File: src/nips_map.vh
// Constants for the normal input sharing block: word numbers, filter codes, timing counts.
// Assumes a 125 MHz clock; included by nips_top.v only.
// Overview of operation
// - Normal inputs latch into memory only at refresh
// - Configurable on/off filter precedes the capture
// - Filter: none, 0.5 to 32 ms, default 8
// - Bits 00-09 of two words, first 2960
// - Setup configuration selects normal input terminals
// - Immediate refresh instruction never updates these bits
// - Each terminal routes to exactly one function
// - Terminal two normal disables quick, interrupt, origin
// - Terminal two counter choice: counter 1 Z/reset
`ifndef NIPS_MAP_VH
`define NIPS_MAP_VH

`define NIPS_CLK_MHZ 125
`define NIPS_WORD_MOD0 16'd2960
`define NIPS_WORD_MOD1 16'd2962
`define NIPS_BITS_PER_WORD 10
`define NIPS_BIT_TERM2 2

// Filter selection codes
`define NIPS_FLT_NONE 3'h0
`define NIPS_FLT_0M5 3'h1
`define NIPS_FLT_1M 3'h2
`define NIPS_FLT_2M 3'h3
`define NIPS_FLT_4M 3'h4
`define NIPS_FLT_8M 3'h5
`define NIPS_FLT_16M 3'h6
`define NIPS_FLT_32M 3'h7
`define NIPS_FLT_DEFAULT `NIPS_FLT_8M

// Base filter time 0.5 ms = 500 us; larger settings are powers of two of it
`define NIPS_FLT_BASE_US 500
`define NIPS_FLT_BASE_CYC 24'd62500

// Terminal function codes (one-hot)
`define NIPS_FN_NORMAL 5'h01
`define NIPS_FN_QUICK 5'h02
`define NIPS_FN_INTR 5'h04
`define NIPS_FN_COUNTER 5'h08
`define NIPS_FN_ORIGIN 5'h10

`endif

File: src/nips_top.v
// Normal input capture with filter, refresh latching and terminal function routing.
// Assumes field pins are asynchronous; refresh pulse comes from the controller scan logic.
`timescale 1ns/1ps
`default_nettype none
`include "nips_map.vh"

module nips_top #(
	parameter NTERM = 20,
	parameter [23:0] BASE_CYC = `NIPS_FLT_BASE_CYC
) (
	// Clock and reset
	input wire clk,
	input wire rst,
	// Field pins, module 0 terminals 0-9 then module 1 terminals 10-19
	input wire [NTERM-1:0] input_terminal_pins,
	// Setup configuration: filter code and one-hot function per terminal
	input wire [2:0] filter_sel,
	input wire filter_sel_valid,
	input wire [5*NTERM-1:0] term_function,
	// Refresh strobes from the scan logic
	input wire io_refresh,
	input wire immediate_refresh_instruction,
	// Input memory words
	output reg [15:0] word_mod0_r,
	output reg [15:0] word_mod1_r,
	output reg [15:0] word_mod0_addr_r,
	output reg [15:0] word_mod1_addr_r,
	// Routed alternate functions
	output reg [NTERM-1:0] quick_in_r,
	output reg [NTERM-1:0] intr_in_r,
	output reg [NTERM-1:0] origin_in_r,
	output reg [NTERM-1:0] counter_in_r,
	output reg counter1_zreset_r,
	output reg [NTERM-1:0] cfg_conflict_r
);

	wire [NTERM-1:0] sync2_r;
	wire [NTERM-1:0] filt_r;
	reg bypass;
	reg [NTERM-1:0] normal_en;
	reg [NTERM-1:0] quick_en;
	reg [NTERM-1:0] intr_en;
	reg [NTERM-1:0] cnt_en;
	reg [NTERM-1:0] org_en;
	reg [NTERM-1:0] bad;
	reg [4:0] fn;
	reg [2:0] sel;
	reg [29:0] limit;
	reg [19:0] mem_nxt;
	integer i;

	// Effective filter setting, default when unconfigured
	always @* begin
		sel = filter_sel_valid ? filter_sel : `NIPS_FLT_DEFAULT;
		limit = ({6'h00, BASE_CYC} << (sel - 3'h1));
		bypass = (sel == `NIPS_FLT_NONE);
	end

	// Decode function selection from setup, never from pin state
	always @* begin
		normal_en = {NTERM{1'b0}};
		quick_en = {NTERM{1'b0}};
		intr_en = {NTERM{1'b0}};
		cnt_en = {NTERM{1'b0}};
		org_en = {NTERM{1'b0}};
		bad = {NTERM{1'b0}};
		fn = 5'h00;
		for (i = 0; i < NTERM; i = i + 1) begin
			fn = term_function[5*i +: 5];
			// Anything not exactly one-hot falls back to a normal input
			case (fn)
				`NIPS_FN_QUICK: quick_en[i] = 1'b1;
				`NIPS_FN_INTR: intr_en[i] = 1'b1;
				`NIPS_FN_COUNTER: cnt_en[i] = 1'b1;
				`NIPS_FN_ORIGIN: org_en[i] = 1'b1;
				`NIPS_FN_NORMAL: normal_en[i] = 1'b1;
				default: begin
					normal_en[i] = 1'b1;
					bad[i] = 1'b1;
				end
			endcase
		end
	end

	// Field pins cross into the clock domain before any logic reads them
	nips_sync #(
		.W(NTERM)
	) sync_u (
		.clk(clk),
		.rst(rst),
		.async_in(input_terminal_pins),
		.sync_r(sync2_r)
	);

	// Per-terminal stability filter
	genvar g;
	generate
		for (g = 0; g < NTERM; g = g + 1) begin : gen_flt
			nips_filter #(
				.CW(30)
			) flt_u (
				.clk(clk),
				.rst(rst),
				.bypass(bypass),
				.limit(limit),
				.level_in(sync2_r[g]),
				.level_r(filt_r[g])
			);
		end
	endgenerate

	// Memory value at refresh: normal bits take filtered level, others read zero
	always @* begin
		mem_nxt = filt_r & normal_en;
	end

	always @(posedge clk) begin
		if (rst) begin
			word_mod0_r <= 16'h0000;
			word_mod1_r <= 16'h0000;
			word_mod0_addr_r <= `NIPS_WORD_MOD0;
			word_mod1_addr_r <= `NIPS_WORD_MOD1;
			quick_in_r <= {NTERM{1'b0}};
			intr_in_r <= {NTERM{1'b0}};
			origin_in_r <= {NTERM{1'b0}};
			counter_in_r <= {NTERM{1'b0}};
			counter1_zreset_r <= 1'b0;
			cfg_conflict_r <= {NTERM{1'b0}};
		end else begin
			word_mod0_addr_r <= `NIPS_WORD_MOD0;
			word_mod1_addr_r <= `NIPS_WORD_MOD1;
			// Immediate refresh is deliberately not a term here
			if (io_refresh) begin
				word_mod0_r <= {6'h00, mem_nxt[9:0]};
				word_mod1_r <= {6'h00, mem_nxt[19:10]};
			end
			// Alternate functions see the synchronised raw pin, unfiltered
			quick_in_r <= sync2_r & quick_en;
			intr_in_r <= sync2_r & intr_en;
			origin_in_r <= sync2_r & org_en;
			counter_in_r <= sync2_r & cnt_en;
			counter1_zreset_r <= sync2_r[`NIPS_BIT_TERM2] & cnt_en[`NIPS_BIT_TERM2];
			cfg_conflict_r <= bad;
		end
	end

endmodule

// Two-stage synchroniser for field levels; only the second stage is read
module nips_sync #(
	parameter W = 20
) (
	// Clock and reset
	input wire clk,
	input wire rst,
	// Asynchronous levels in, synchronised levels out
	input wire [W-1:0] async_in,
	output reg [W-1:0] sync_r
);

	reg [W-1:0] meta_r;

	always @(posedge clk) begin
		if (rst) begin
			meta_r <= {W{1'b0}};
			sync_r <= {W{1'b0}};
		end else begin
			meta_r <= async_in;
			sync_r <= meta_r;
		end
	end

endmodule

// Stability filter for one terminal
// With bypass clear, a level is accepted only after it has differed from the held one for limit cycles in a row
module nips_filter #(
	parameter CW = 30
) (
	// Clock and reset
	input wire clk,
	input wire rst,
	// Filter control
	input wire bypass,
	input wire [CW-1:0] limit,
	// Synchronised level in, accepted level out
	input wire level_in,
	output reg level_r
);

	reg [CW-1:0] cnt_r;
	reg [CW-1:0] cnt_nxt;
	reg [CW-1:0] cnt_inc;
	reg level_nxt;

	always @* begin
		cnt_inc = cnt_r + {{(CW-1){1'b0}}, 1'b1};
		cnt_nxt = cnt_r;
		level_nxt = level_r;
		if (bypass) begin
			cnt_nxt = {CW{1'b0}};
			level_nxt = level_in;
		end else if (level_in == level_r) begin
			// A bounce back to the held level restarts the count
			cnt_nxt = {CW{1'b0}};
		end else if (cnt_inc >= limit) begin
			cnt_nxt = {CW{1'b0}};
			level_nxt = level_in;
		end else begin
			cnt_nxt = cnt_inc;
		end
	end

	always @(posedge clk) begin
		if (rst) begin
			cnt_r <= {CW{1'b0}};
			level_r <= 1'b0;
		end else begin
			cnt_r <= cnt_nxt;
			level_r <= level_nxt;
		end
	end

endmodule
`default_nettype wire

File: config.mk
export PLATFORM = sky130hd
export DESIGN_NAME = nips_top
export DESIGN_NICKNAME = d
export VERILOG_FILES = /design/src/nips_top.v
export VERILOG_INCLUDE_DIRS = /design/src
export SDC_FILE = /design/constraint.sdc
export NUM_CORES = 2
export LEC_CHECK = 0
export ABC_AREA = 1
export BUFFER_PORTS_ARGS = -buffer_cell sky130_fd_sc_hd__buf_2
export CORE_UTILIZATION = 30
export CTS_BUF_LIST = sky130_fd_sc_hd__clkbuf_4 sky130_fd_sc_hd__clkbuf_8 sky130_fd_sc_hd__clkbuf_16
export DETAILED_ROUTE_END_ITERATION = 10
export MAX_ROUTING_LAYER = met4
export PLACE_DENSITY_LB_ADDON = 0.2
export SYNTH_ARGS = -nofsm -noshare
export SYNTH_HDL_FRONTEND = slang
export SYNTH_SLANG_ARGS = --single-unit
File: constraint.sdc
create_clock -name clk -period 6 [get_ports clk]
set_input_delay 0.9 -clock clk [delete_from_list [all_inputs] [get_ports clk]]
set_output_delay 0.9 -clock clk [all_outputs]
set_load 0.01 [all_outputs]
==> metrics <==
status=complete, no violations; worst-margin pin slew=1.162 ns; synthesized instance count=7255; worst flop-to-flop path startpoint=gen_flt[16].flt_u.cnt_r[0]; crit path max fanout=23; worst setup path start=filter_sel_valid; final wirelength=144.4 mm; global route overflow=0; Die Y=411.7 microns; kind of critical path=input pin to register; largest net degree at the start of global routing=35; fin crit period=4.696 ns; peak supply drop=0.0002125 V; PortBufs=247; fin crit share=78.26%; dominant synthesized flop cell=dfxtp_1; synth warn=0; die boundary width=411.7 microns; hold_sp=input_terminal_pins[8]; Root Driver=clkbuf_16; Finished Cell Area=58430 sq um; syn avg cell area=6.939 sq um; global-route wire length before repair=228.6 mm; leakage=25.70 nW; Seq/Total Area, Yosys=31.02%; clk_lat worst skew=0.74 ns; vias in the first global route=42680; Max Clk Rate=213.0 MHz; Hold Crit Class=input pin to register; Max Slew Vio Count=0; Yosys reg bits=780; WL/cell=14.42 microns; share of the synthesized area in the top cell type=31.02%; hpwl dp=111.3 mm; H-tree Lvls=3; num ports=293; Clock Path Buffers=3; CTS tree=done; ranking of synthesized cells by area=dfxtp_1 31%, nand2_1 14%, ha_1 11%, nor2_1 9.1%, inv_1 7.0%; Post-synth EDFFs=0; power per cell area=220.0 nW/um^2; Fin. Hold Viols=0; Yosys cell types=46; initial antenna violation count=7; endpoints failing setup=0; row cnt=149; Tot Pwr=12.86 mW; Area Growth Syn to Fin=16.06%; ys async rst share=0%; Slew HR=22.33%; Post-CTS Setup Inserts=0; Clock transition at path regs=0.05 ns; DRC viols=0; Seq. cell area=15620 sq um; skew final=0.04358 ns; RePlAce Congestion=0.8743; Initial DRC Count=2222; Critical Path RT=6.62 ns; remaining antenna violation count after routing=0; layout cells sized above 1=13.54%; core area=165700 sq um; Global Route Usage Sum=17.52%; CP endpoint kind=register; unrepaired setup endpoints after global routing=no; DR vias/cell=4.395; max cap viols=0; DR vias=44020; area of placed instances=54900 sq um; post-synthesis cell area=50350 sq um; Filler Cell Count=17780; Hold-fix buffers, CTS=0; TritonRoute pass-1 iters=5; Worst Path Arrival=5.32 ns; initial core utilization=30.38%; setup TNS=0 ns; CTS resizes=0; clock sinks=780; post-synth top area cell=dfxtp_1; TritonCTS buffer count=99; nets=8330; Final Hold Slack=0.3544 ns; Startpoint Class=input pin; Multi-input gate area=31140 sq um; die footprint=169500 sq um
## final cells by class
| cell class | count | area share [%] |
|---|---|---|
| clock buffers | 135 | 4.874 |
| multi-input cells | 5601 | 53.30 |
| repair buffers | 310 | 3.143 |
| clock inverters | 48 | 1.161 |
| diodes | 3 | 0.01285 |
| flip-flops and latches | 780 | 26.72 |
| well taps | 2189 | 4.687 |
| inverters | 949 | 6.101 |
## power breakdown
| group | internal (mW) | total [mW] | switching (mW) |
|---|---|---|---|
| logic | 0.353 | 1.10 | 0.745 |
| clock network | 3.83 | 6.43 | 2.59 |
| registers | 5.27 | 5.33 | 0.0639 |
## cell usage after synthesis (8+ instances only)
library cell  instances
xnor2_1             169
nand4_4              15
and2_1               30
clkbuf_1             18
nand3b_1            119
o21a_1               19
dfxtp_1             780
nand3_2               8
o211a_1              18
nand2_2              41
nor2_2              392
o21ai_0              86
a21o_1               17
ha_1                461
nor2_1             1226
inv_1               944
nand4_1             103
buf_6                37
or2_2                13
nor4_1               45
nor3_1               75
nand2_1            1822
buf_4                46
a21oi_1             191
nor2_4               54
xor2_1              238
nand3_1             250
## critical path, cell delays in order
cell	delay (ns)
buf_2	0.09
inv_1	0.07
nor2_1	0.38
ha_1	0.53
ha_4	0.49
inv_1	0.10
or2_2	0.43
nand2_2	0.38
buf_4	0.26
ha_1	0.26
nand2_1	0.07
nor2_1	0.04
and2_1	0.14
nand2_1	0.06
nand3_1	0.12
nand2_1	0.09
nand2_1	0.06
nand2_1	0.14
nand4_4	0.45
nor2_2	0.22
## path summary, 6_finish.rpt
| path | to | slack [ns] | cells past startpoint |
|---|---|---|---|
| hold / removal | sync_u.meta_r[8] | 0.35 | 3 |
| hold reg to reg | sync_u.sync_r[17] | 0.41 | 2 |
| setup reg to reg | gen_flt[16].flt_u.cnt_r[2] | 2.51 | 15 |
| setup / recovery | gen_flt[4].flt_u.cnt_r[12] | 1.30 | 20 |
## cell usage in the layout (no fill, tap or decap), types with 103 or more instances in the layout
master | netlist | routed
a21oi_1 | 191 | 190
buf_2 | 5 | 246
conb_1 | 2 | 184
dfxtp_1 | 780 | 780
ha_1 | 461 | 460
inv_1 | 944 | 943
nand2_1 | 1822 | 1815
nand3_1 | 250 | 250
nand3b_1 | 119 | 119
nand4_1 | 103 | 103
nor2_1 | 1226 | 1223
nor2_2 | 392 | 392
xnor2_1 | 169 | 169
xor2_1 | 238 | 238
## through the flow
stage,setup WS [ns],instances,util [%]
floorplan,1.015,7437,-
global placement,0.6682,9829,33.12
detailed placement,0.5929,9829,33.12
CTS,1.334,10010,35.25
global route,1.092,10020,35.26
finish,1.304,10020,35.26
## logic make-up (layout without fill, tap and decap cells)
group / count (synthesis) / count (layout) / synth area share, %
simple gates: 4212 / 4212 / 37.90
buf+inv: 1056 / 1442 / 8.780
flops: 780 / 780 / 31.02
fa+ha+maj: 461 / 461 / 11.46
xor+xnor: 407 / 407 / 7.080
compound gates: 337 / 337 / 3.748
other cells: 2 / 187 / 0.01492
## layer usage
layer	part of all wire, %	track usage (%)
met2	44	27.56
met4	1.9	4.269
met3	3.9	2.196
met1	50	23.66
met5	0	-
## flip-flops by register name, summed over array words and instances (netlist names)
register / flops
gen_flt.flt_u.level_r: 20
word_mod0_r: 10
origin_in_r: 20
sync_u.meta_r: 20
counter_in_r: 20
cfg_conflict_r: 20
word_mod1_r: 10
intr_in_r: 20
sync_u.sync_r: 20
gen_flt.flt_u.cnt_r: 600
quick_in_r: 20
(Power assumes the default switching activity.)
